<file path="src/qdma_status_cfg.svh">
// Purpose: Offsets, field positions, reset values for the queued read status
// Assumes: APB byte addresses, one aligned word per register
// Notes: Definitions only
`ifndef QDMA_STATUS_CFG_SVH
`define QDMA_STATUS_CFG_SVH

`define OFF_ERROR_FLAGS 12'h000
`define OFF_SECTOR_COUNT_TAG 12'h004
`define OFF_ADDRESS_LOW 12'h008
`define OFF_ADDRESS_MID 12'h00c
`define OFF_ADDRESS_HIGH 12'h010
`define OFF_UNIT_SELECT_REG 12'h014
`define OFF_STATUS_FLAGS 12'h018
`define OFF_CONTROL 12'h01c
`define OFF_EVENT 12'h020
`define OFF_CONFIG 12'h024

// Status bit positions
`define ST_BUSY 7
`define ST_READY 6
`define ST_FAULT 5
`define ST_QATTN 4
`define ST_XFER 3
`define ST_FAIL 0

// Error bit positions
`define ER_LINK_CRC 7
`define ER_UNC 6
`define ER_MCHG 5
`define ER_ADDRESS_NOT_FOUND 4
`define ER_MCREQ 3
`define ER_COMMAND_ABORTED 2
`define ER_NOMED 1

// Sector count low bits
`define SC_FREED 2
`define SC_TOHOST 1
`define SC_CPHASE 0

// Control register bits (HOB, UNIT stored on every write; others write one to act)
`define CT_HOB 0
`define CT_UNIT 1
`define CT_ISSUE 2
`define CT_SERVICE 3
`define CT_CLR_MCR 4

// Event register bits (write one to report)
`define EV_DATA_READY 0
`define EV_DONE_OK 1
`define EV_FAIL 2
`define EV_RELEASE 3
`define EV_OTHER_READY 4
`define EV_OTHER_NONE 5
`define EV_FAULT 6

// Config register bits
`define CF_QUEUING 0
`define CF_OVERLAP 1
`define CF_REMOVABLE 2
`define CF_SUPPORTED 3

`define STATUS_RESET 8'h40
`define APB_AW 12

`endif

</file>
<file path="src/qdma_status_pkg.sv">
// Purpose: Types for the queued read status block
// Assumes: Constants live in qdma_status_cfg.svh
// Notes: States and error cause bundle
package qdma_status_pkg;

    typedef enum logic [2:0] {
        ST_IDLE = 3'b000,
        ST_XFER = 3'b001,
        ST_RELEASED = 3'b010,
        ST_SERVICE_WAIT = 3'b011,
        ST_DONE = 3'b100,
        ST_ERROR = 3'b101
    } phase_t;

    typedef enum logic [1:0] {
        PEND_NONE = 2'b00,
        PEND_DATA = 2'b01,
        PEND_DONE = 2'b10,
        PEND_FAIL = 2'b11
    } pending_t;

    typedef struct packed {
        logic link_crc;
        logic ultra_dma;
        logic uncorrectable;
        logic not_found;
        logic out_of_range;
        logic range_abort;
        logic cannot_complete;
        logic unsupported;
    } fault_cause_t;

endpackage

</file>
<file path="src/queued_dma_read_status.sv">
// Purpose: Register-level status of a queued overlapped 48-bit DMA read
// Assumes: APB slave, zero wait states, pslverr on unmapped addresses
// Notes: Media engine reports events through pins or the event register
// Functional notes
// RULE_01: After release, service need sets only queued_attention.
// RULE_02: Service command presents data, completion or error register set.
// RULE_03: Completion and error show tag, freed clear, to-host and phase set.
// RULE_04: Tag 0..31 accepted; report 00h without queuing or overlap.
// RULE_05: Completion clears busy, transfer, fault, failure; sets ready.
// RULE_06: Completion sets queued_attention only if another command is ready.
// RULE_07: Abort if command unsupported or overlap interrupt not enabled.
// RULE_08: Abort when queuing is supported and the tag is invalid.
// RULE_09: Unrecoverable error ends command, latches failing address, aborts queue.
// RULE_10: Address readback bytes chosen by high_order_byte_select.
// RULE_11: Set link_checksum_error on Ultra DMA CRC error only.
// RULE_12: Set data_not_correctable and address_not_found on their causes.
// RULE_13: Report medium_changed once, then clear internal detected state.
// RULE_14: medium_change_request clears only on media status or access.
// RULE_15: Set command_aborted on unsupported, Ultra DMA error, range abort.
// RULE_16: Removable device sets no_medium when no media present.
// RULE_17: Error output: busy, transfer clear; ready set; fault, failure on cause. The code never sets fault for an error served after a release.
// RULE_18: High select shows high bytes; high sector count reads reserved.
// RULE_19: unit_select always shows the selected device.
// RULE_20: Host checks unit_ready and sets up its DMA channel first.
// RULE_21: Device may release bus or transfer at once when data ready.
// RULE_22: Transfer start shows tag, freed clear, to-host, data phase.
// RULE_23: Release sets bus_freed; queued_attention once ready for service.
//
// Our own choices: the APB interface to the registers and the placing of the registers.
`timescale 1ns/100ps
`include "qdma_status_cfg.svh"

module queued_dma_read_status
    import qdma_status_pkg::*;
#(
    parameter int TAG_W = 5,
    parameter int MAX_TAG = 31
)
(
    input wire logic ref_clk,
    input wire logic rst_n,
    input wire logic psel,
    input wire logic penable,
    input wire logic pwrite,
    input wire logic [`APB_AW-1:0] paddr,
    input wire logic [31:0] pwdata,
    output logic [31:0] prdata,
    output logic pready,
    output logic pslverr,
    input wire logic [47:0] fail_address,
    input wire fault_cause_t fail_cause,
    input wire logic media_changed_event,
    input wire logic media_change_req_event,
    input wire logic media_present,
    input wire logic media_access_cmd,
    output logic queue_abort,
    output logic transfer_go,
    output logic [TAG_W-1:0] active_tag
);

    phase_t phase_r;
    pending_t pend_r;
    logic hob_r;
    logic unit_r;
    logic [TAG_W-1:0] tag_r;
    logic [7:0] status_r;
    logic [7:0] error_r;
    logic [2:0] sc_low_r;
    logic [47:0] fail_addr_r;
    logic media_chg_seen_r;
    logic mcr_r;
    logic queuing_r;
    logic overlap_r;
    logic removable_r;
    logic supported_r;
    logic other_ready_r;

    logic wr_en;
    logic rd_en;
    logic ctl_wr;
    logic ev_wr;
    logic issue;
    logic service;
    logic ev_data;
    logic ev_ok;
    logic ev_fail;
    logic ev_rel;
    logic tag_ok;
    logic [7:0] tag_byte;
    logic [7:0] err_nxt;
    logic [7:0] rd_byte;
    logic mapped;

    assign wr_en = psel && penable && pwrite;
    assign rd_en = psel && penable && !pwrite;
    assign pready = 1'b1;
    assign ctl_wr = wr_en && paddr == `OFF_CONTROL;
    assign ev_wr = wr_en && paddr == `OFF_EVENT;
    assign issue = ctl_wr && pwdata[`CT_ISSUE];
    assign service = ctl_wr && pwdata[`CT_SERVICE];
    assign ev_data = ev_wr && pwdata[`EV_DATA_READY];
    assign ev_ok = ev_wr && pwdata[`EV_DONE_OK];
    assign ev_fail = ev_wr && pwdata[`EV_FAIL];
    assign ev_rel = ev_wr && pwdata[`EV_RELEASE];
    assign tag_ok = 32'(pwdata[15:8]) <= MAX_TAG;
    assign queue_abort = phase_r == ST_ERROR && queuing_r; // RULE_09
    assign transfer_go = phase_r == ST_XFER;
    assign active_tag = tag_r;

    // Whole byte reads 00h without queuing or overlap
    always_comb
    begin
        tag_byte = 8'h00;
        if (queuing_r && overlap_r) // RULE_04
        begin
            tag_byte[7:3] = 5'(tag_r);
            tag_byte[2:0] = sc_low_r;
        end
    end

    // Error bits built from the reported cause, the media state and the removable setting
    always_comb
    begin
        err_nxt = 8'h00;
        err_nxt[`ER_LINK_CRC] = fail_cause.link_crc
            && fail_cause.ultra_dma; // RULE_11
        err_nxt[`ER_UNC] = fail_cause.uncorrectable; // RULE_12
        err_nxt[`ER_ADDRESS_NOT_FOUND] = fail_cause.not_found
            || (fail_cause.out_of_range && !fail_cause.range_abort); // RULE_12
        err_nxt[`ER_COMMAND_ABORTED] = fail_cause.unsupported
            || (fail_cause.ultra_dma && fail_cause.link_crc)
            || (fail_cause.out_of_range && fail_cause.range_abort)
            || fail_cause.cannot_complete; // RULE_15
        err_nxt[`ER_MCHG] = removable_r && media_chg_seen_r; // RULE_13
        err_nxt[`ER_MCREQ] = removable_r && mcr_r; // RULE_14
        err_nxt[`ER_NOMED] = removable_r && !media_present; // RULE_16
    end

    always_ff @(posedge ref_clk or negedge rst_n)
    begin
        if (!rst_n)
        begin
            queuing_r <= 1'b0;
            overlap_r <= 1'b0;
            removable_r <= 1'b0;
            supported_r <= 1'b0;
        end
        else if (wr_en && paddr == `OFF_CONFIG)
        begin
            queuing_r <= pwdata[`CF_QUEUING];
            overlap_r <= pwdata[`CF_OVERLAP];
            removable_r <= pwdata[`CF_REMOVABLE];
            supported_r <= pwdata[`CF_SUPPORTED];
        end
    end

    always_ff @(posedge ref_clk or negedge rst_n)
    begin
        if (!rst_n)
        begin
            hob_r <= 1'b0;
            unit_r <= 1'b0;
        end
        else if (ctl_wr)
        begin
            hob_r <= pwdata[`CT_HOB]; // RULE_18
            unit_r <= pwdata[`CT_UNIT]; // RULE_19
        end
    end

    always_ff @(posedge ref_clk or negedge rst_n)
    begin
        if (!rst_n)
        begin
            other_ready_r <= 1'b0;
        end
        else if (ev_wr && pwdata[`EV_OTHER_READY])
        begin
            other_ready_r <= 1'b1;
        end
        else if (ev_wr && pwdata[`EV_OTHER_NONE])
        begin
            other_ready_r <= 1'b0;
        end
    end

    // Media state: a new event wins over a clear in the same cycle
    always_ff @(posedge ref_clk or negedge rst_n)
    begin
        if (!rst_n)
        begin
            media_chg_seen_r <= 1'b0;
            mcr_r <= 1'b0;
        end
        else
        begin
            if (media_changed_event)
            begin
                media_chg_seen_r <= 1'b1;
            end
            else if (issue || (ev_fail && removable_r))
            begin
                media_chg_seen_r <= 1'b0; // RULE_13
            end
            if (media_change_req_event)
            begin
                mcr_r <= 1'b1;
            end
            else if (media_access_cmd
                || (ctl_wr && pwdata[`CT_CLR_MCR]))
            begin
                mcr_r <= 1'b0; // RULE_14
            end
        end
    end

    always_ff @(posedge ref_clk or negedge rst_n)
    begin
        if (!rst_n)
        begin
            phase_r <= ST_IDLE;
            pend_r <= PEND_NONE;
            tag_r <= '0;
            status_r <= `STATUS_RESET;
            error_r <= 8'h00;
            sc_low_r <= 3'b000;
            fail_addr_r <= 48'h0;
        end
        else
        begin
            case (phase_r)
                ST_IDLE, ST_DONE, ST_ERROR:
                begin
                    if (issue) // RULE_20
                    begin
                        tag_r <= TAG_W'(pwdata[15:8]); // RULE_04
                        if (!supported_r || !overlap_r
                            || (queuing_r && !tag_ok)) // RULE_07 RULE_08
                        begin
                            phase_r <= ST_ERROR;
                            sc_low_r <= 3'b011; // RULE_03
                            error_r <= 8'h00 | (8'h01 << `ER_COMMAND_ABORTED);
                            status_r <= 8'h00 | (8'h01 << `ST_READY)
                                | (8'h01 << `ST_FAIL);
                        end
                        else
                        begin
                            phase_r <= ST_XFER;
                            sc_low_r <= 3'b000;
                            error_r <= 8'h00;
                            status_r <= 8'h00 | (8'h01 << `ST_BUSY);
                        end
                    end
                end
                ST_XFER:
                begin
                    if (ev_rel) // RULE_21 RULE_23
                    begin
                        phase_r <= ST_RELEASED;
                        sc_low_r <= 3'b000 | (3'b001 << `SC_FREED)
                            | (3'b001 << `SC_TOHOST);
                        status_r <= 8'h00 | (8'h01 << `ST_READY);
                    end
                    else if (ev_data) // RULE_21 RULE_22
                    begin
                        sc_low_r <= 3'b000 | (3'b001 << `SC_TOHOST);
                        status_r <= 8'h00 | (8'h01 << `ST_READY);
                    end
                    else if (ev_ok)
                    begin
                        phase_r <= ST_DONE;
                        sc_low_r <= 3'b011; // RULE_03
                        status_r <= 8'h00 | (8'h01 << `ST_READY)
                            | (8'(other_ready_r) << `ST_QATTN); // RULE_05 RULE_06
                    end
                    else if (ev_fail)
                    begin
                        phase_r <= ST_ERROR; // RULE_09
                        fail_addr_r <= fail_address; // RULE_09
                        error_r <= err_nxt;
                        sc_low_r <= 3'b011; // RULE_03
                        status_r <= 8'h00 | (8'h01 << `ST_READY)
                            | (8'(pwdata[`EV_FAULT]) << `ST_FAULT)
                            | (8'(|err_nxt) << `ST_FAIL); // RULE_17
                    end
                end
                ST_RELEASED:
                begin
                    if (ev_data || ev_ok || ev_fail)
                    begin
                        phase_r <= ST_SERVICE_WAIT;
                        pend_r <= ev_fail ? PEND_FAIL
                            : (ev_ok ? PEND_DONE : PEND_DATA);
                        if (ev_fail)
                        begin
                            fail_addr_r <= fail_address;
                            error_r <= err_nxt;
                        end
                        status_r[`ST_QATTN] <= 1'b1; // RULE_01
                    end
                end
                ST_SERVICE_WAIT:
                begin
                    if (service) // RULE_02
                    begin
                        case (pend_r)
                            PEND_DATA:
                            begin
                                phase_r <= ST_XFER;
                                sc_low_r <= 3'b010; // RULE_22
                                status_r <= 8'h00 | (8'h01 << `ST_READY);
                            end
                            PEND_DONE:
                            begin
                                phase_r <= ST_DONE;
                                sc_low_r <= 3'b011;
                                status_r <= 8'h00 | (8'h01 << `ST_READY)
                                    | (8'(other_ready_r) << `ST_QATTN);
                            end
                            default:
                            begin
                                phase_r <= ST_ERROR;
                                sc_low_r <= 3'b011;
                                status_r <= 8'h00 | (8'h01 << `ST_READY)
                                    | (8'(|error_r) << `ST_FAIL);
                            end
                        endcase
                        pend_r <= PEND_NONE;
                    end
                end
                default:
                begin
                    phase_r <= ST_IDLE;
                end
            endcase
        end
    end

    // Readback mux
    always_comb
    begin
        rd_byte = 8'h00;
        mapped = 1'b1;
        case (paddr)
            `OFF_ERROR_FLAGS:
                rd_byte = error_r
                    & ~(8'(!mcr_r) << `ER_MCREQ); // RULE_14
            `OFF_SECTOR_COUNT_TAG: rd_byte = hob_r ? 8'h00 : tag_byte; // RULE_18
            `OFF_ADDRESS_LOW:
                rd_byte = hob_r ? fail_addr_r[31:24]
                    : fail_addr_r[7:0]; // RULE_10
            `OFF_ADDRESS_MID:
                rd_byte = hob_r ? fail_addr_r[39:32]
                    : fail_addr_r[15:8]; // RULE_10
            `OFF_ADDRESS_HIGH:
                rd_byte = hob_r ? fail_addr_r[47:40]
                    : fail_addr_r[23:16]; // RULE_10
            `OFF_UNIT_SELECT_REG: rd_byte = 8'(unit_r) << 4; // RULE_19
            `OFF_STATUS_FLAGS: rd_byte = status_r;
            `OFF_CONTROL: rd_byte = {7'h00, hob_r} | (8'(unit_r) << `CT_UNIT);
            `OFF_EVENT: rd_byte = {5'h00, phase_r};
            `OFF_CONFIG:
                rd_byte = {4'h0, supported_r, removable_r, overlap_r,
                    queuing_r};
            default: mapped = 1'b0;
        endcase
    end

    always_ff @(posedge ref_clk or negedge rst_n)
    begin
        if (!rst_n)
        begin
            prdata <= 32'h0;
            pslverr <= 1'b0;
        end
        else
        begin
            prdata <= (psel && !penable && !pwrite) ? {24'h0, rd_byte}
                : prdata;
            pslverr <= psel && !penable && !mapped;
        end
    end

endmodule

</file>
<file path="config.mk">
export PLATFORM = sky130hd
export DESIGN_NAME = queued_dma_read_status
export DESIGN_NICKNAME = d
export VERILOG_FILES = /design/src/qdma_status_pkg.sv /design/src/queued_dma_read_status.sv
export VERILOG_INCLUDE_DIRS = /design/src /design/src/src
export SDC_FILE = /design/constraint.sdc
export NUM_CORES = 1
export LEC_CHECK = 0
export ABC_CLOCK_PERIOD_IN_PS = 3000
export BUFFER_PORTS_ARGS = -buffer_cell sky130_fd_sc_hd__buf_2
export CORE_MARGIN = 1
export CORE_UTILIZATION = 52
export CTS_BUF_LIST = sky130_fd_sc_hd__clkbuf_8 sky130_fd_sc_hd__clkbuf_16
export DETAILED_ROUTE_END_ITERATION = 7
export PLACE_DENSITY = 0.85
export REMOVE_ABC_BUFFERS = 1
export SLEW_MARGIN = 20
export SYNTH_ARGS = -nofsm -noshare
export SYNTH_HDL_FRONTEND = slang
export SYNTH_SLANG_ARGS = --single-unit
</file>
<file path="constraint.sdc">
create_clock -name ref_clk -period 3 [get_ports ref_clk]
set_input_delay 0.3 -clock ref_clk [delete_from_list [all_inputs] [get_ports ref_clk]]
set_output_delay 0.3 -clock ref_clk [all_outputs]
set_load 0.01 [all_outputs]
</file>
# == Word-level counts from Yosys, hierarchy flattened ==
# Cells that the tools add are included.
# totals
ramBits,0
reg_bits,95
inputBits,109
memories,0
latch_bits,0
wordCells,179
out_inout_bits,41
mem_bits_ro,0
# op_classes
n_reduce_logical,67
n_mux,63
bitwise_logic,4
n_div,0
multipliers,0
magnitude_cmp,1
addsub,0
n_eq_ne,25
shifts,0
# op_table
op,n
$mux 48,5
$mux 8,18
$pmux 48 s2,1
$pmux 8 s10,1
$eq 12x5->1 const B,4
$mux 3,15
$logic_and 1x1->1,27
$eq 12x4->1 const B,2
$eq 12x6->1 const B,2
$pmux 8 s3,1
$pmux 3 s3,2
$reduce_and 5->1,3
$eq 12x3->1 const B,1
$logic_not 12->1,1
$ne 2x2->1 const B,6
$pmux 3 s4,1
$pmux 4 s3,1
$logic_or 1x1->1,10
$mux 2,5
$pmux 5 s2,1
$reduce_bool 2->1,5
$reduce_or 10->1,1
$logic_not 1->1,9
$mux 1,9
other kinds (26),29

# == Depth between registers and ports, before layout ==
# depth
ltp_word,11
mapped_depth,8
depth_no_buf,7

# == Least setup slack after synthesis ==
# Ideal clock, no wire load.
# synth_timing
kind,input to register
from,in paddr[4]
to,reg fail_addr_r[12]
arrival_time_ns,2.363
setup_time_ns,0.127
n_path_buf,3
slack_ns,0.510
required_ns,2.873
stages,8
path_cell_list,buf_2 or4b_4 nor4_4 nand3_1 a21oi_2 buf_6 buf_12 mux2_1
# synth_between
elab_chain_cells,8
word_cells_on_any_way,19
classes_between,5 x eq/ne; 6 x mux; 8 x reduce/logical
# synth_rtl
item,line_no,rtl
from (decl),queued_dma_read_status.sv:45,"input wire logic [`APB_AW-1:0] paddr,"
$eq 12x6->1 *,n/a,
$logic_and 1x1->1 (no source line) *,n/a,
$logic_and 1x1->1,queued_dma_read_status.sv:103,assign ev_fail = ev_wr && pwdata[`EV_FAIL];
$mux 48 (4 in series),n/a,
$pmux 48 s2,n/a,
to (signal assigned),queued_dma_read_status.sv:279,fail_addr_r <= fail_address;
to (signal assigned),queued_dma_read_status.sv:296,fail_addr_r <= fail_address;
to (decl),queued_dma_read_status.sv:69,logic [47:0] fail_addr_r;
# Every way passes the cells marked *; elsewhere a longest branch is shown, timed or not. The select of a mux whose other input is x is not followed.
# A chain may end at the register's enable or synchronous reset.

# == Worst setup path after layout ==
# layout_timing
from,in paddr[9]
to,reg fail_addr_r[47]
# Same word-level chain as after synthesis.

==> out/metrics.yaml <==
layout:
  register_area_um2: 2280
  area_growth_pct: 16.4
  nets: 690
  mostFrequentLayoutCells: "buf_2, dfrtp_1, mux2_2"
  multi_input_area_um2: 2550
  drive_above_1_share: 0.384
  final_common_cell: "buf_2"
  antenna_cells: 0
  fillerInstances: 804
  layout.cells.non_filler: 712
  postLayoutCellArea_um2: 5940
route:
  via_per_inst: 5.72
  ant_nets: 0
  dr.pass1.iters: 5
  initialDrtViolationCount: 236
  vias: 4074
  wl_per_cell_um: 17.8
  drcViolationCount: 0
  routed_wl_um: 12700
place:
  dpl.hpwl_um: 9580
  pre_cts_ws_ns: 0.337
  gp_congestion: 0.973
  place_inst: 696
  place_area_um2: 5730
  io_buffer_count: 107
die:
  die_x_um: 101
  ios: 150
  dieHeight_um: 101
  core_um2: 9370
  dieArea_um2: 10200
  rows: 35
  start_util: 0.544
clock_tree:
  htree_levels: 3
  holdBufCountCts: 0
  clk_pin_slew_ns: 0.09
  cts_buffers: 9
  clkLatencyLatePin_ns: 0.37
  post_cts_buffers: 0
  cts_root_buf: "clkbuf_8"
  post_cts_resize_count: 0
  cts_buffer_depth: 2
  cts.sinks: 91
  cts_tree: "built"
sta:
  period_minus_slack_ns: 2.30
  setup_viol: 0
  tns_ns: 0
  relSlewSlack: 0.443
  fin_skew_ns: 0.0111
  timing.final.crit_share: 0.767
  worst_hold_slack_ns: -0.0309
  rsz0062_at_grt: "false"
  finalHoldViolCount: 10
  finalMaxSlewViolations: 0
  worstMarginPinSlew_ns: 0.835
  postLayoutSetupSlackWorst_ns: 0.699
  max_freq_mhz: 435
synthesis:
  yosys_warnings: 0
  synth_top_area_share: 0.441
  yosys-top-cells-area: "dfrtp_1, mux2_2, mux2_4"
  synth_cell_types: 63
  syn_avg_cell_area_um2: 11.1
  ys_seq_area_frac: 0.447
  synth-edff-count: 0
  syn_area_um2: 5100
  synthFlopType: "dfrtp_1"
  synth_top_cell_by_area: "dfrtp_1"
  async_flop_share: 1.00
  syn_inst: 461
  synth-seq-cells: 91
global_route:
  grt_usage: 0.261
  grt_max_degree: 92
  antenna_found_initial: 0
  grt_pass1_wl_um: 20300
  first_global_vias: 4012
  grt_overflow_total: 0
worst_setup_path:
  crit_path_max_fanout: 18
  cp.arrival_ns: 2.55
  required_ns: 3.25
  critPathLaunchType: "primary input"
  reg2reg_from: "hob_r$_DFFE_PN0N_"
  rr_worst_depth: 7
  end_kind: "register"
  worstPathCellList: "buf_2, or4_4, nor4_4, nand3_1, a21oi_4, buf_4, mux2_2"
  critPathSlowestCell: "or4_4"
  r2r_setup_slack_ns: 0.73
  max_stage_delay_ns: 0.66
  r2r-end: "prdata[1]$_DFFE_PN0P_"
  path_class: "in2reg"
hold_path:
  hold_class: "in2async"
pwr:
  intPower_w: 0.00193
  ir_drop_mv: 0.328
  power_frac_comb: 0.218
  powerDensity_nw_per_um2: 471
  power_switching_share: 0.309
  leakage_nw: 2.87
  p_seq_frac: 0.475
  power.switching_w: 0.000864
  pwr-share-clk: 0.307
job:
  max_cap_viol_count: 0
run_status:
  failed_checks: "hold timing"
  status: "finished, violations left"
==> stage by stage <==
step	power, W	util	hold slack, ns
CTS	0.00279	0.634	0.111
floorplan	0.00167	-	0.00441
global placement	0.00194	0.612	0.464
global route	0.00291	0.634	0.0652
finish	0.00280	0.634	-0.0309
detailed placement	0.00195	0.612	0.466
==> worst max path at each step <==
stage / slack [ns] / endpoint / depth (start not counted) / start
2_1_floorplan: -0.67 / fail_addr_r[16]$_DFFE_PN0P_ / 5 / paddr[9]
3_3_place_gp: 0.36 / fail_addr_r[38]$_DFFE_PN0P_ / 7 / paddr[9]
3_5_place_dp: 0.34 / fail_addr_r[34]$_DFFE_PN0P_ / 7 / paddr[9]
4_1_cts: 0.71 / fail_addr_r[47]$_DFFE_PN0P_ / 7 / paddr[9]
5_1_grt: 0.56 / prdata[1]$_DFFE_PN0P_ / 7 / hob_r$_DFFE_PN0N_
6_report: 0.70 / fail_addr_r[47]$_DFFE_PN0P_ / 7 / paddr[9]
==> kinds of logic (layout without fill, tap and decap cells) <==
logic type                 count (synthesis)  after routing  share of synthesized area
other                                      2             25                    0.00147
buffers and inverters                     55            154                     0.0716
DFF                                       91             91                      0.447
AOI/OAI and AO/OA                         94             94                      0.121
adders and majority gates                  3              3                    0.00736
muxes                                     89             89                      0.205
xor gates and xnor gates                   1              1                    0.00172
and+or+nand+nor                          126            126                      0.145
==> state kept, by name (all words and copies together) (netlist names), 2 cells and up <==
register and count:
sc_low_r 3, active_tag 5, fail_addr_r 48, phase_r 3, error_r 7, status_r 5, pend_r 2, prdata 8
==> cell type report <==
cell class                      instances  area share
Timing Repair Buffer                  127       0.119
Multi-Input combinational cell        338       0.430
Sequential cell                        91       0.384
Clock inverter                          6      0.0110
Tap cell                              129      0.0272
Clock buffer                           10      0.0232
Inverter                               11     0.00695
==> cell usage after synthesis, drive strengths merged, types with 4 or more instances <==
cell type  instances
clkbuf             9
and3               8
nor2              27
a221oi             9
nor4              10
a22o               5
buf               35
a21oi             22
nand3             10
nand2b             6
mux2i             19
o21ai             28
inv               11
mux2              70
or4b               4
nor3               6
a21o               6
nand2             33
dfrtp             90
a31oi              5
==> power groups by stage <==
stage               Combinational [W]  Clock (W)  Sequential [W]
floorplan                    0.000318          0         0.00135
global placement             0.000589          0         0.00135
detailed placement           0.000598          0         0.00135
CTS                          0.000601   0.000861         0.00133
global route                 0.000671   0.000907         0.00133
finish                       0.000609   0.000858         0.00133
==> per-layer routing <==
metal  vias up  wire length (µm)  track usage  share of wire
li1       1876                 -            -              -
met1      1988              5470        0.345           0.43
met2       183              6040        0.423           0.48
met3        27               911       0.0576          0.072
met4         0               258       0.0948          0.020
met5         -                 0            0              0
==> critical path, delay by kind of cell <==
kind            cells  cell delay, ns
buf+inv             2            0.42
compound gates      1            0.18
simple gates        3            1.25
mux                 1            0.37
Power figures use the tool's default switching activity.
